### src/cdms_cfg.svh
// Register addresses, field positions, reset values and codes of the clock block
`ifndef CDMS_CFG_SVH
`define CDMS_CFG_SVH

// Byte addresses of the registers
`define CDMS_ADDR_RATIO      32'hfffe0010
`define CDMS_ADDR_STBY       32'hfffe0408
`define CDMS_ADDR_SEC_CLK    32'hfffe0410
`define CDMS_ADDR_CONV_CLK   32'hfffe0414
`define CDMS_ADDR_STATUS     32'hfffe0418

// Divider fields of clock_ratio_control
`define CDMS_BUS_DIV_LSB     8
`define CDMS_CORE_DIV_LSB    4
`define CDMS_PERI_DIV_LSB    0

// Fields of the two dedicated clock control registers
`define CDMS_SRC_SEL_LSB     6
`define CDMS_DIV_SEL_LSB     0
`define CDMS_SRC_PLL         2'h1

// Bits of standby_control_3
`define CDMS_FLOAT_BIT       7
`define CDMS_STOP_SEC_BIT    6
`define CDMS_STOP_MAIN_BIT   5
`define CDMS_STOP_OEU_BIT    4
`define CDMS_STOP_TWS_BIT    3
`define CDMS_STOP_CONV_BIT   2

// Reset values
`define CDMS_RATIO_RST       16'h0101
`define CDMS_CLK_CTRL_RST    8'h41
`define CDMS_STBY_RST        8'h7c

// Writable bits; the rest read as zero
`define CDMS_RATIO_WMASK     16'h0777
`define CDMS_CLK_CTRL_WMASK  8'hc3
`define CDMS_STBY_WMASK      8'hfc

`endif

### src/cdms_pkg.sv
// Types and divider decoding shared by the clock block
package cdms_pkg;

    // Register bus handshake phases
    typedef enum logic {
        CDMS_BUS_IDLE,
        CDMS_BUS_DONE
    } cdms_bus_e;

    typedef logic [1:0] cdms_shift_t;

    // Three-bit ratio code to divide-by shift; unused codes fall back to x1
    function automatic cdms_shift_t div3_shift(input logic [2:0] code);
        cdms_shift_t s;
        s = 2'h0;
        if (code[2] == 1'b0) begin
            s = code[1:0];
        end
        return s;
    endfunction

    // Two-bit ratio code to divide-by shift: 1, 1/2, 1/4, 1/8
    function automatic cdms_shift_t div2_shift(input logic [1:0] code);
        return code;
    endfunction

endpackage

### src/cdms_clk_div.sv
// Tick divider: one output tick per 2**shift source ticks
`timescale 1ns/1ns
module cdms_clk_div #(
    parameter int MAX_SHIFT = 3
) (
    // Clock and reset
    input  wire logic                 clk,
    input  wire logic                 arst_n,
    // Source and ratio
    input  wire logic                 src_tick,
    input  wire logic [1:0]           shift,
    // Divided tick
    output logic                      tick_r
);
    localparam int CNT_W = MAX_SHIFT;

    logic [CNT_W-1:0] cnt_r;
    logic [CNT_W-1:0] mask;

    if (MAX_SHIFT < 1 || MAX_SHIFT > 3) begin : g_bad
        $error("cdms_clk_div: MAX_SHIFT must be 1 to 3");
    end

    // Terminal count from the ratio
    always_comb begin
        mask = CNT_W'((32'd1 << shift) - 32'd1);
    end

    // Count source ticks; >= catches a ratio lowered mid-count
    always_ff @(posedge clk or negedge arst_n) begin
        if (!arst_n) begin
            cnt_r <= '0;
        end else if (src_tick) begin
            if (cnt_r >= mask) begin
                cnt_r <= '0;
            end else begin
                cnt_r <= cnt_r + 1'b1;
            end
        end
    end

    // Registered output tick
    always_ff @(posedge clk or negedge arst_n) begin
        if (!arst_n) begin
            tick_r <= 1'b0;
        end else begin
            tick_r <= src_tick && (cnt_r >= mask);
        end
    end
endmodule

### src/cdms_clk_gate.sv
// Module-stop gate: passes a tick only while the module is not stopped
`timescale 1ns/1ns
module cdms_clk_gate (
    // Clock and reset
    input  wire logic clk,
    input  wire logic arst_n,
    // Source tick and controls
    input  wire logic tick,
    input  wire logic stop,
    input  wire logic standby,
    // Gated tick and run state
    output logic      mod_tick_r,
    output logic      running_r
);
    // Only the enable is removed, so the module keeps its own state [RQ12]
    always_ff @(posedge clk or negedge arst_n) begin
        if (!arst_n) begin
            mod_tick_r <= 1'b0;
            running_r  <= 1'b0;
        end else begin
            mod_tick_r <= tick && !stop && !standby; // [RQ9]
            running_r  <= !stop && !standby;         // [RQ10]
        end
    end
endmodule

### src/cdms_top.sv
// Clock ratio control and module-stop logic with Avalon-MM registers
//
// What this block does
// [RQ1] Bus divider code 001 halves the clock
// [RQ2] Core divider code 000 passes clock undivided
// [RQ3] Peripheral divider code 001 halves the clock
// [RQ4] Second timer source 01 selects PLL clock
// [RQ5] Second timer divider 01 divides by two
// [RQ6] Converter source 01 selects PLL clock
// [RQ7] Converter divider 01 divides by two
// [RQ8] Float bit 0 holds pins in standby
// [RQ9] Stop bit 1 halts module clock supply
// [RQ10] Main timer stop bit 0 keeps it running
// [RQ11] Stop bits halt output, serial, converter clocks
// [RQ12] Stopped module keeps state, resumes when cleared
//
// The input clock is the PLL output. Divided clocks leave as one-cycle
// tick strobes on that clock, so consumers stay in one clock domain.
//
// Our own choice: the Avalon-MM interface to the registers.
`timescale 1ns/1ns
`include "cdms_cfg.svh"
module cdms_top #(
    parameter int MAX_SHIFT = 3
) (
    // Clock and reset
    input  wire logic        clk,
    input  wire logic        arst_n,
    // Avalon-MM slave
    input  wire logic [31:0] avs_address,
    input  wire logic        avs_read,
    input  wire logic        avs_write,
    input  wire logic [31:0] avs_writedata,
    input  wire logic [3:0]  avs_byteenable,
    output logic      [31:0] avs_readdata,
    output logic             avs_waitrequest,
    // Power-down state
    input  wire logic        standby_active,
    output logic             pin_hold_r,
    output logic             pin_float_r,
    // Divided clock ticks
    output logic             core_tick,
    output logic             bus_tick,
    output logic             peri_tick,
    output logic             sec_timer_tick,
    output logic             conv_tick,
    // Gated module ticks
    output logic             sec_timer_run_tick,
    output logic             main_timer_run_tick,
    output logic             oeu_run_tick,
    output logic             tws_run_tick,
    output logic             conv_run_tick
);
    localparam int NMOD = 5;

    if (MAX_SHIFT != 3) begin : g_bad
        $error("cdms_top: ratio codes need MAX_SHIFT of 3");
    end

    // Registers
    logic [15:0] clock_ratio_control_r;
    logic [7:0]  standby_control_3_r;
    logic [7:0]  second_timer_clock_control_r;
    logic [7:0]  converter_clock_control_r;

    // Bus handshake
    cdms_pkg::cdms_bus_e bus_state_r;
    logic [31:0]         rdata_r;
    logic                req;
    logic                wr_take;
    logic                hit_ratio;
    logic                hit_stby;
    logic                hit_sec;
    logic                hit_conv;
    logic                hit_status;
    logic [31:0]         rd_value;

    // Field views
    logic [2:0] bus_divider_select;
    logic [2:0] core_divider_select;
    logic [2:0] peri_divider_select;
    logic [1:0] second_timer_source_select;
    logic [1:0] second_timer_divider_select;
    logic [1:0] converter_source_select;
    logic [1:0] converter_divider_select;
    logic       pin_float_in_standby;
    logic       stop_second_timer;
    logic       stop_main_timer;
    logic       stop_output_enable_unit;
    logic       stop_two_wire_serial;
    logic       stop_first_converter;

    // Source enables and tick wiring
    logic            sec_src;
    logic            conv_src;
    logic [NMOD-1:0] gate_in;
    logic [NMOD-1:0] gate_stop;
    logic [NMOD-1:0] gate_tick;
    logic [NMOD-1:0] gate_run;
    logic [7:0]      status;

    // Register field extraction
    assign bus_divider_select  = clock_ratio_control_r[`CDMS_BUS_DIV_LSB +: 3];
    assign core_divider_select = clock_ratio_control_r[`CDMS_CORE_DIV_LSB +: 3];
    assign peri_divider_select = clock_ratio_control_r[`CDMS_PERI_DIV_LSB +: 3];
    assign second_timer_source_select =
        second_timer_clock_control_r[`CDMS_SRC_SEL_LSB +: 2];
    assign second_timer_divider_select =
        second_timer_clock_control_r[`CDMS_DIV_SEL_LSB +: 2];
    assign converter_source_select =
        converter_clock_control_r[`CDMS_SRC_SEL_LSB +: 2];
    assign converter_divider_select =
        converter_clock_control_r[`CDMS_DIV_SEL_LSB +: 2];
    assign pin_float_in_standby    = standby_control_3_r[`CDMS_FLOAT_BIT];
    assign stop_second_timer       = standby_control_3_r[`CDMS_STOP_SEC_BIT];
    assign stop_main_timer         = standby_control_3_r[`CDMS_STOP_MAIN_BIT];
    assign stop_output_enable_unit = standby_control_3_r[`CDMS_STOP_OEU_BIT];
    assign stop_two_wire_serial    = standby_control_3_r[`CDMS_STOP_TWS_BIT];
    assign stop_first_converter    = standby_control_3_r[`CDMS_STOP_CONV_BIT];

    // Address decode; full byte address compared, no aliasing
    assign hit_ratio  = (avs_address == `CDMS_ADDR_RATIO);
    assign hit_stby   = (avs_address == `CDMS_ADDR_STBY);
    assign hit_sec    = (avs_address == `CDMS_ADDR_SEC_CLK);
    assign hit_conv   = (avs_address == `CDMS_ADDR_CONV_CLK);
    assign hit_status = (avs_address == `CDMS_ADDR_STATUS);

    // One wait cycle: data ready the cycle after the request appears
    assign req             = avs_read || avs_write;
    assign avs_waitrequest = req && (bus_state_r == cdms_pkg::CDMS_BUS_IDLE);
    assign wr_take = avs_write && (bus_state_r == cdms_pkg::CDMS_BUS_DONE);
    assign avs_readdata    = rdata_r;

    // Handshake phase
    always_ff @(posedge clk or negedge arst_n) begin
        if (!arst_n) begin
            bus_state_r <= cdms_pkg::CDMS_BUS_IDLE;
        end else begin
            unique case (bus_state_r)
                cdms_pkg::CDMS_BUS_IDLE: begin
                    if (req) begin
                        bus_state_r <= cdms_pkg::CDMS_BUS_DONE;
                    end
                end
                cdms_pkg::CDMS_BUS_DONE: begin
                    bus_state_r <= cdms_pkg::CDMS_BUS_IDLE;
                end
            endcase
        end
    end

    // Read mux; unmapped addresses read as zero
    always_comb begin
        rd_value = 32'h0000_0000;
        if (hit_ratio) begin
            rd_value = {16'h0000, clock_ratio_control_r};
        end else if (hit_stby) begin
            rd_value = {24'h00_0000, standby_control_3_r};
        end else if (hit_sec) begin
            rd_value = {24'h00_0000, second_timer_clock_control_r};
        end else if (hit_conv) begin
            rd_value = {24'h00_0000, converter_clock_control_r};
        end else if (hit_status) begin
            rd_value = {24'h00_0000, status};
        end
    end

    // Read data captured while waitrequest is high, stands until next read
    always_ff @(posedge clk or negedge arst_n) begin
        if (!arst_n) begin
            rdata_r <= 32'h0000_0000;
        end else if (avs_read && bus_state_r == cdms_pkg::CDMS_BUS_IDLE) begin
            rdata_r <= rd_value;
        end
    end

    // Clock ratio register, byte lanes 0 and 1
    always_ff @(posedge clk or negedge arst_n) begin
        if (!arst_n) begin
            clock_ratio_control_r <= `CDMS_RATIO_RST;
        end else if (wr_take && hit_ratio) begin
            if (avs_byteenable[0]) begin
                clock_ratio_control_r[7:0] <= avs_writedata[7:0] & 8'(`CDMS_RATIO_WMASK);
            end
            if (avs_byteenable[1]) begin
                clock_ratio_control_r[15:8] <=
                    avs_writedata[15:8] & 8'(`CDMS_RATIO_WMASK >> 8);
            end
        end
    end

    // Standby control register, byte lane 0
    always_ff @(posedge clk or negedge arst_n) begin
        if (!arst_n) begin
            standby_control_3_r <= `CDMS_STBY_RST;
        end else if (wr_take && hit_stby && avs_byteenable[0]) begin
            standby_control_3_r <= avs_writedata[7:0] & `CDMS_STBY_WMASK;
        end
    end

    // Second timer clock control, byte lane 0
    always_ff @(posedge clk or negedge arst_n) begin
        if (!arst_n) begin
            second_timer_clock_control_r <= `CDMS_CLK_CTRL_RST;
        end else if (wr_take && hit_sec && avs_byteenable[0]) begin
            second_timer_clock_control_r <=
                avs_writedata[7:0] & `CDMS_CLK_CTRL_WMASK;
        end
    end

    // Converter clock control, byte lane 0
    always_ff @(posedge clk or negedge arst_n) begin
        if (!arst_n) begin
            converter_clock_control_r <= `CDMS_CLK_CTRL_RST;
        end else if (wr_take && hit_conv && avs_byteenable[0]) begin
            converter_clock_control_r <=
                avs_writedata[7:0] & `CDMS_CLK_CTRL_WMASK;
        end
    end

    // Core, bus and peripheral dividers run straight off the PLL clock
    cdms_clk_div #(.MAX_SHIFT(MAX_SHIFT)) u_core_div (
        .clk      (clk),
        .arst_n   (arst_n),
        .src_tick (1'b1),
        .shift    (cdms_pkg::div3_shift(core_divider_select)), // [RQ2]
        .tick_r   (core_tick)
    );

    cdms_clk_div #(.MAX_SHIFT(MAX_SHIFT)) u_bus_div (
        .clk      (clk),
        .arst_n   (arst_n),
        .src_tick (1'b1),
        .shift    (cdms_pkg::div3_shift(bus_divider_select)), // [RQ1]
        .tick_r   (bus_tick)
    );

    cdms_clk_div #(.MAX_SHIFT(MAX_SHIFT)) u_peri_div (
        .clk      (clk),
        .arst_n   (arst_n),
        .src_tick (1'b1),
        .shift    (cdms_pkg::div3_shift(peri_divider_select)), // [RQ3]
        .tick_r   (peri_tick)
    );

    // Dedicated sources: only the PLL code runs, other codes stop the clock
    assign sec_src  = (second_timer_source_select == `CDMS_SRC_PLL); // [RQ4]
    assign conv_src = (converter_source_select == `CDMS_SRC_PLL);    // [RQ6]

    cdms_clk_div #(.MAX_SHIFT(MAX_SHIFT)) u_sec_div (
        .clk      (clk),
        .arst_n   (arst_n),
        .src_tick (sec_src),
        .shift    (cdms_pkg::div2_shift(second_timer_divider_select)), // [RQ5]
        .tick_r   (sec_timer_tick)
    );

    cdms_clk_div #(.MAX_SHIFT(MAX_SHIFT)) u_conv_div (
        .clk      (clk),
        .arst_n   (arst_n),
        .src_tick (conv_src),
        .shift    (cdms_pkg::div2_shift(converter_divider_select)), // [RQ7]
        .tick_r   (conv_tick)
    );

    // Gate inputs: index 4 second timer, 3 main timer, 2 output enable unit,
    // 1 two-wire serial, 0 first converter
    assign gate_in = {sec_timer_tick, peri_tick, peri_tick, peri_tick, conv_tick};
    assign gate_stop = {
        stop_second_timer,       // [RQ9]
        stop_main_timer,         // [RQ10]
        stop_output_enable_unit, // [RQ11]
        stop_two_wire_serial,    // [RQ11]
        stop_first_converter     // [RQ11]
    };

    // One gate per stoppable module; standby stops all of them
    for (genvar i = 0; i < NMOD; i++) begin : g_gate
        cdms_clk_gate u_gate (
            .clk        (clk),
            .arst_n     (arst_n),
            .tick       (gate_in[i]),
            .stop       (gate_stop[i]),
            .standby    (standby_active),
            .mod_tick_r (gate_tick[i]),
            .running_r  (gate_run[i])
        );
    end

    assign sec_timer_run_tick  = gate_tick[4];
    assign main_timer_run_tick = gate_tick[3];
    assign oeu_run_tick        = gate_tick[2];
    assign tws_run_tick        = gate_tick[1];
    assign conv_run_tick       = gate_tick[0];

    // Pin state in standby: hold unless software asked for float
    always_ff @(posedge clk or negedge arst_n) begin
        if (!arst_n) begin
            pin_hold_r  <= 1'b0;
            pin_float_r <= 1'b0;
        end else begin
            pin_hold_r  <= standby_active && !pin_float_in_standby; // [RQ8]
            pin_float_r <= standby_active && pin_float_in_standby;
        end
    end

    // Status view of the block's own state
    assign status = {gate_run, pin_float_r, pin_hold_r, standby_active};

endmodule

### config.mk
export PLATFORM = sky130hd
export DESIGN_NAME = cdms_top
export DESIGN_NICKNAME = d
export VERILOG_FILES = /design/src/cdms_pkg.sv /design/src/cdms_clk_div.sv /design/src/cdms_clk_gate.sv /design/src/cdms_top.sv
export VERILOG_INCLUDE_DIRS = /design/src
export SDC_FILE = /design/constraint.sdc
export NUM_CORES = 1
export LEC_CHECK = 0
export ABC_AREA = 0
export BUFFER_PORTS_ARGS = -buffer_cell sky130_fd_sc_hd__buf_2
export CAP_MARGIN = 40
export CORE_ASPECT_RATIO = 1.1
export CORE_UTILIZATION = 46
export DETAILED_ROUTE_END_ITERATION = 7
export GPL_TIMING_DRIVEN = 0
export PLACE_DENSITY = 0.89
export SYNTH_ARGS = -nofsm -noshare
export SYNTH_HDL_FRONTEND = slang
export SYNTH_SLANG_ARGS = --single-unit
### constraint.sdc
create_clock -name clk -period 1.98 [get_ports clk]
set_clock_uncertainty 0.15 [all_clocks]
set_input_delay 0.396 -clock clk [delete_from_list [all_inputs] [get_ports clk]]
set_output_delay 0.396 -clock clk [all_outputs]
set_load 0.02 [all_outputs]
# [Word-level counts from Yosys, hierarchy flattened]
# Index checks and enable logic that the tools add are counted.
[op_classes] addsub=10 n_lt_le_gt_ge=5 eq_ne=7 shifts=5 n_mux=15 bitwise=1 n_reduce_logical=39
[op_table] operator="equality test 32 bit (second input constant)" count=5
[op_table] operator="2-to-1 mux 32 bit" count=3
[op_table] operator="logical AND 1 bit" count=29
[op_table] operator="2-to-1 mux 8 bit" count=2
[op_table] operator="adder 3 x 1 -> 3 bit (second input constant)" count=5
[op_table] operator="greater-or-equal comparator 3 bit" count=5
[op_table] operator="2-to-1 mux 3 bit" count=5
[op_table] operator="left shift 1 x 2 -> 3 bit (first input constant)" count=5
[op_table] operator="subtractor 3 x 1 -> 3 bit (second input constant)" count=5
[op_table] operator="zero test 1 bit" count=7
[op_table] operator="2-to-1 mux 2 bit" count=3
[op_table] operator="equality test 2 x 1 -> 1 bit (second input constant)" count=2
[op_table] operator="AND reduction 2 bit" count=2
[op_table] operator="case mux 1 bit (2 select lines)" count=1
[op_table] operator="logical OR 1 bit" count=1
[op_table] operator="2-to-1 mux 1 bit" count=1
[op_table] operator="inverter 1 bit" count=1
[word_totals] ff_bits=88 in_bits=73 output_inout_bits=45 elab_cells=111

# [Longest topological paths before layout]
[logic_depth] ltp_word=6 mapped_depth=7 mapped_depth_nobuf=7

# [Cells and area by module]
# A second synthesis with hierarchy kept.
[hier_totals] cells_unflattened=354 hier_area_um2=3737.3
[by_module_without_submodules] module="cdms_top" instances=1 cells_each=204 area_each_um2=2167.1 seq_area_each_um2=939.7
[by_module_without_submodules] module="cdms_clk_div" instances=5 cells_each=26 area_each_um2=247.7 seq_area_each_um2=100.1
[by_module_without_submodules] module="cdms_clk_gate" instances=5 cells_each=4 area_each_um2=66.3 seq_area_each_um2=50.0

# [Worst setup path after synthesis]
# OpenSTA, ideal clock, no wires.
[synth_timing] path_type="input port to flip-flop" from="input avs_address[2]" to="register standby_control_3_r[7]" setup_time_ns=0.125 arrival_time_ns=1.892 required_time_ns=1.705 slack_ns=-0.187 cell_stages=7 n_path_buf=2 path_cell_list="buf_6 or4b_1 nor2_1 and4_4 and2b_1 buf_6 mux2_4"
[synth_via] elab_chain_cells=3
[synth_lines] item="from (decl)" line_no="cdms_top.sv:30" rtl="input wire logic [31:0] avs_address,"
[synth_lines] item="equality test 32 bit (no source line)"
[synth_lines] item="logical AND 1 bit (2 in a row)" line_no="cdms_top.sv:196" rtl="end else if (wr_take && hit_stby && avs_byteenable[0]) begin"
[synth_lines] item="to (signal assigned)" line_no="cdms_top.sv:195" rtl="standby_control_3_r <= `CDMS_STBY_RST;"
[synth_lines] item="to (signal assigned)" line_no="cdms_top.sv:197" rtl="standby_control_3_r <= avs_writedata[7:0] & `CDMS_STBY_WMASK;"
[synth_lines] item="to (decl)" line_no="cdms_top.sv:62" rtl="logic [7:0] standby_control_3_r;"
# No other way between the ends.
# A chain may end at the register's enable or synchronous reset.

# [Worst setup path after layout]
[layout_timing] from="input avs_address[2]" to="register rdata_r[6] (netlist: avs_readdata[6])"
[layout_via] elab_chain_cells=6 elab_cells_between_ends=10 cone_classes="eq/ne (5); mux (5)"
[layout_lines] item="equality test 32 bit (no source line)"
[layout_lines] item="2-to-1 mux 8 bit" line_no="cdms_top.sv:163" rtl="end else if (hit_status) begin"
[layout_lines] item="2-to-1 mux 8 bit" line_no="cdms_top.sv:161" rtl="end else if (hit_conv) begin"
[layout_lines] item="2-to-1 mux 32 bit" line_no="cdms_top.sv:159" rtl="end else if (hit_sec) begin"
[layout_lines] item="2-to-1 mux 32 bit" line_no="cdms_top.sv:157" rtl="end else if (hit_stby) begin"
[layout_lines] item="2-to-1 mux 32 bit *" line_no="cdms_top.sv:155" rtl="if (hit_ratio) begin"
[layout_lines] item="to (signal assigned)" line_no="cdms_top.sv:173" rtl="rdata_r <= rd_value;"
[layout_lines] item="to (decl)" line_no="cdms_top.sv:68" rtl="logic [31:0] rdata_r;"
# Mark *: on every way between the ends. The rest lies on a longest branch, timed or not.

==> impl_table.tex <==
\begin{tabular}{lr}
\hline
Metric & Value \\
\hline
\multicolumn{2}{l}{\textbf{Yosys}} \\
\quad Ys async rst share & 1.00 \\
\quad Mean post-synth cell area & 10.9 um\^{}2 \\
\quad Post-synth top flop & sky130\_fd\_sc\_hd\_\_dfrtp\_1 \\
\quad Number of flops mapped to enable cells by yosys & 0 \\
\quad Count of mapped cells out of synthesis & between 300 and 400 \\
\quad Most common cell in the synthesized netlist & sky130\_fd\_sc\_hd\_\_dfrtp\_1 \\
\quad Synth area leader & sky130\_fd\_sc\_hd\_\_dfrtp\_1 \\
\quad Fraction of synthesized cell area taken by the top area cell type & 0.398 \\
\quad Number of warnings reported in the yosys synthesis log & 0 \\
\quad Number of distinct library cells after synthesis & 47 \\
\quad Seq/Total Area, Yosys & 0.480 \\
\quad Leading post-synthesis cells by instance count & 56 x sky130\_fd\_sc\_hd\_\_dfrtp\_1, 38 x sky130\_fd\_sc\_hd\_\_nor2\_1, 21 x sky130\_fd\_sc\_hd\_\_buf\_4 \\
\quad Cell types with the largest area share after synthesis & sky130\_fd\_sc\_hd\_\_dfrtp\_1 40\%, sky130\_fd\_sc\_hd\_\_dfstp\_2 8.2\%, sky130\_fd\_sc\_hd\_\_ha\_1 7.1\%, sky130\_fd\_sc\_hd\_\_mux2\_2 5.4\%, sky130\_fd\_sc\_hd\_\_buf\_4 4.5\% \\
\quad Number of register bits inferred by synthesis & 67 \\
\quad Mapped cell area & roughly 0.0035 mm\^{}2 \\
\multicolumn{2}{l}{\textbf{GRT}} \\
\quad Global-route congestion overflow total & 0 \\
\quad Number of global-route vias before repair & approximately 2.7k \\
\quad Overall Global Routing Usage & 0.220 \\
\quad Largest net degree at the start of global routing & 37 \\
\quad Wire length of the first global-routing pass & between 10000 and 15000 um \\
\quad Number of antenna violations at the first check in global routing & 0 \\
\multicolumn{2}{l}{\textbf{CTS}} \\
\quad Clock Sink Count & 67 \\
\quad Clock tree from TritonCTS & yes \\
\quad Number of buffers inserted during clock tree synthesis & 9 \\
\quad Maximum clock path buffer count & 2 \\
\quad H-Tree Level Count & 3 \\
\quad Clock latency reported for the late side of the worst-skew pair & 0.35 ns \\
\quad Clk slew on worst S/H paths & roughly 0.080 ns \\
\quad Buffer cell driving the clock tree root & sky130\_fd\_sc\_hd\_\_clkbuf\_8 \\
\multicolumn{2}{l}{\textbf{STA}} \\
\quad Setup repair after global routing missed its margin & yes \\
\quad Final-report max-slew violation count & 0 \\
\quad Worst setup margin & -0.0502 ns \\
\quad Slew headroom & 0.504 \\
\quad Time the worst path needs with I/O delays and setup & 2.03 ns \\
\quad Portion of the clock cycle consumed by the worst path in the final layout & 1.03 \\
\quad Worst hold slack across all endpoints & $\sim$0.13 ns \\
\quad Setup violations, final & 3 \\
\quad Number of hold violations in the final report & 0 \\
\quad Maximum clock frequency & a little under 500 MHz \\
\quad Tightest Pin Transition & about 0.74 ns \\
\multicolumn{2}{l}{\textbf{Worst setup path}} \\
\quad Reg2reg path depth & 6 \\
\quad Cell family contributing the most delay on the critical path & simple AND/OR/NAND/NOR gates \\
\quad Endpoint class of the critical path & flip-flop \\
\quad R2r startpoint & converter\_clock\_control\_r[1]\$\_DFFE\_PN0P\_ \\
\quad WP buf/inv & 5 \\
\quad Maximum fanout along the worst path & 9 \\
\quad End of the worst register-to-register path & u\_conv\_div.cnt\_r[1]\$\_DFFE\_PN0P\_ \\
\quad Arrival time of data at the critical path endpoint & about 2.1 ns \\
\quad CP most frequent cell & sky130\_fd\_sc\_hd\_\_buf\_4 \\
\quad Required arrival time at the worst endpoint & between 2 and 2.5 ns \\
\quad List of cells traversed by the critical path & buf\_8 -> or4b\_4 -> nor2\_4 -> buf\_6 -> buf\_4 -> buf\_4 -> buf\_4 -> and3\_4 -> a221oi\_2 -> o31ai\_1 \\
\quad Kind of launch point of the worst setup path & input pin \\
\quad Critical Path Slowest Stage Cell & sky130\_fd\_sc\_hd\_\_or4b\_4 \\
\quad Largest stage delay, worst path & 0.58 ns \\
\quad Register-to-register setup slack & $\sim$0.050 ns \\
\quad Category of the critical setup timing path & input pin to flip-flop \\
\quad Origin of the worst setup path & avs\_address[2] \\
\multicolumn{2}{l}{\textbf{Placed design}} \\
\quad Count of buffers from port buffering & about 70 \\
\quad Area post-placement & 0.00411 mm\^{}2 \\
\quad DP Wirelength & between 6000 and 7000 um \\
\quad Routability-driven placement congestion ratio & approximately 0.78 \\
\multicolumn{2}{l}{\textbf{Status}} \\
\quad Violated checks & setup timing \\
\quad Status & finished with violations \\
\multicolumn{2}{l}{\textbf{Worst hold path}} \\
\quad Class of the tightest hold or removal check & input pin to flip-flop \\
\quad Worst hold path depth & 2 \\
\quad Hold Startpoint & avs\_writedata[10] \\
\quad Hold Path Sink & clock\_ratio\_control\_r[10]\$\_DFFE\_PN0P\_ \\
\multicolumn{2}{l}{\textbf{Floorplanning}} \\
\quad Height of the die & 93.8 um \\
\quad Placeable core region & $\sim$0.0074 mm\^{}2 \\
\quad Number of placement rows & 33 \\
\quad I/O pin count & 118 \\
\quad Initial Util & 0.474 \\
\quad Die ar. & around 0.0080 mm\^{}2 \\
\quad Horizontal extent of the die & between 80 and 90 um \\
\multicolumn{2}{l}{\textbf{Route}} \\
\quad Vias after detailed routing & 2889 \\
\quad Post-detailed-route count of antenna-violating nets & 0 \\
\quad Number of detailed-route iterations in the first pass & 4 \\
\quad Iter 0 DRT Violations & 146 \\
\quad Remaining routing DRC violations & 0 \\
\quad Detailed-route wire length & about 9000 um \\
\quad Via density & $\sim$5.5 \\
\quad Post-DR wirelength/cell & roughly 17 um \\
\multicolumn{2}{l}{\textbf{Cells and area}} \\
\quad Share of post-route cells with drive strength above 1 & 0.406 \\
\quad Post-Layout Inst Area & 0.00451 mm\^{}2 \\
\quad Signed area change from the synthesized netlist to the final layout & 28.0\% \\
\quad Nets@finish & between 500 and 600 \\
\quad Antenna cells & 0 \\
\multicolumn{2}{l}{\textbf{Pwr}} \\
\quad Peak supply drop & approximately 0.00031 V \\
\quad Leakage & $\sim$2.2 nW \\
\quad Power density over cell area & approximately 650 mW/mm\^{}2 \\
\multicolumn{2}{l}{\textbf{Job}} \\
\quad Number of max-cap violations & 0 \\
\hline
\end{tabular}
[cell usage in the layout (no fill, tap or decap), types with 5 or more instances in the layout]
cell type,n
sky130_fd_sc_hd__buf_2,72
sky130_fd_sc_hd__dfrtp_1,56
sky130_fd_sc_hd__nor2_1,37
sky130_fd_sc_hd__buf_4,32
sky130_fd_sc_hd__conb_1,21
sky130_fd_sc_hd__ha_1,20
sky130_fd_sc_hd__inv_1,19
sky130_fd_sc_hd__nand2_1,15
sky130_fd_sc_hd__mux2_2,13
sky130_fd_sc_hd__a21o_1,12
sky130_fd_sc_hd__dfstp_2,11
sky130_fd_sc_hd__nand2b_1,10
sky130_fd_sc_hd__mux2_4,10
sky130_fd_sc_hd__clkbuf_8,9
sky130_fd_sc_hd__o21ai_0,6
sky130_fd_sc_hd__nor2b_1,5
sky130_fd_sc_hd__and3_1,5
sky130_fd_sc_hd__nand4_1,5
[metal layers]
metal	wire, um	global-route usage	part of all wire
met3	661	0.0685	0.074
met5	0	0	0
met1	3480	0.238	0.39
met2	4460	0.378	0.50
met4	363	0.132	0.040
[flip-flops by register name (all words and copies together), names as in the netlist, 4 cells and up]
register,count
avs_readdata,11
clock_ratio_control_r,9
converter_clock_control_r,4
g_gate.u_gate.mod_tick_r,5
g_gate.u_gate.running_r,5
second_timer_clock_control_r,4
standby_control_3_r,6
[area by class of cell]
type / instances / area, um^2
tap: 87 / 109
fill: 572 / 2920
inverter: 19 / 71.3
multi-input combinational: 229 / 1740
buffer: 26 / 196
timing repair buffer: 86 / 490
clock buffer: 11 / 131
clock inverter: 5 / 77.6
sequential: 67 / 1690
[power breakdown]
part | switching [mW] | leakage (nW) | internal, mW
Combinational | 0.187 | 1.29 | 0.117
Clock | 0.518 | 0.103 | 0.706
Sequential | 0.0134 | 0.852 | 1.39
Total | 0.719 | 2.24 | 2.21
[how the worst max path moves through the flow]
stage	to	slack, ns	depth (start not counted)
floorplan	standby_control_3_r[7]$_DFFE_PN0P_	-0.18	7
detailed placement	converter_clock_control_r[1]$_DFFE_PN0P_	-0.55	6
global placement	converter_clock_control_r[1]$_DFFE_PN0P_	-0.49	6
finish	avs_readdata[6]$_DFFE_PN0P_	-0.05	10
CTS	clock_ratio_control_r[4]$_DFFE_PN0P_	0.002	8
global route	avs_readdata[6]$_DFFE_PN0P_	-0.09	10
[timing repair]
| item | CTS | global route |
|---|---|---|
| hold endpoints to repair | 28 | 0 |
| hold buffers | 1 | 0 |
| pin swaps | 7 | 12 |
| buffers inserted | 10 | 2 |
| setup endpoints to repair | 13 | 24 |
| resized for setup | 6 | 14 |
[kinds of logic after synthesis]
logic type      synth area share
simple gates               0.191
xor+xnor                 0.00746
buf+inv                   0.0760
compound gates            0.0909
flops                      0.480
mux                       0.0827
fa+ha+maj                 0.0710
other cells              0.00106
[stage by stage]
step	setup WS, ns	utilization	TNS, ns	instances	power (mW)
after global routing	-0.0868	0.607	-0.139	530	3.05
after floorplan	-0.184	-	-1.33	342	1.58
final	-0.0502	0.607	-0.0920	530	2.93
after CTS	0.00183	0.597	0	529	2.93
after detailed placement	-0.547	0.553	-9.58	502	1.71
after global placement	-0.495	0.550	-8.65	501	1.70
Power figures use the tool's default switching activity.
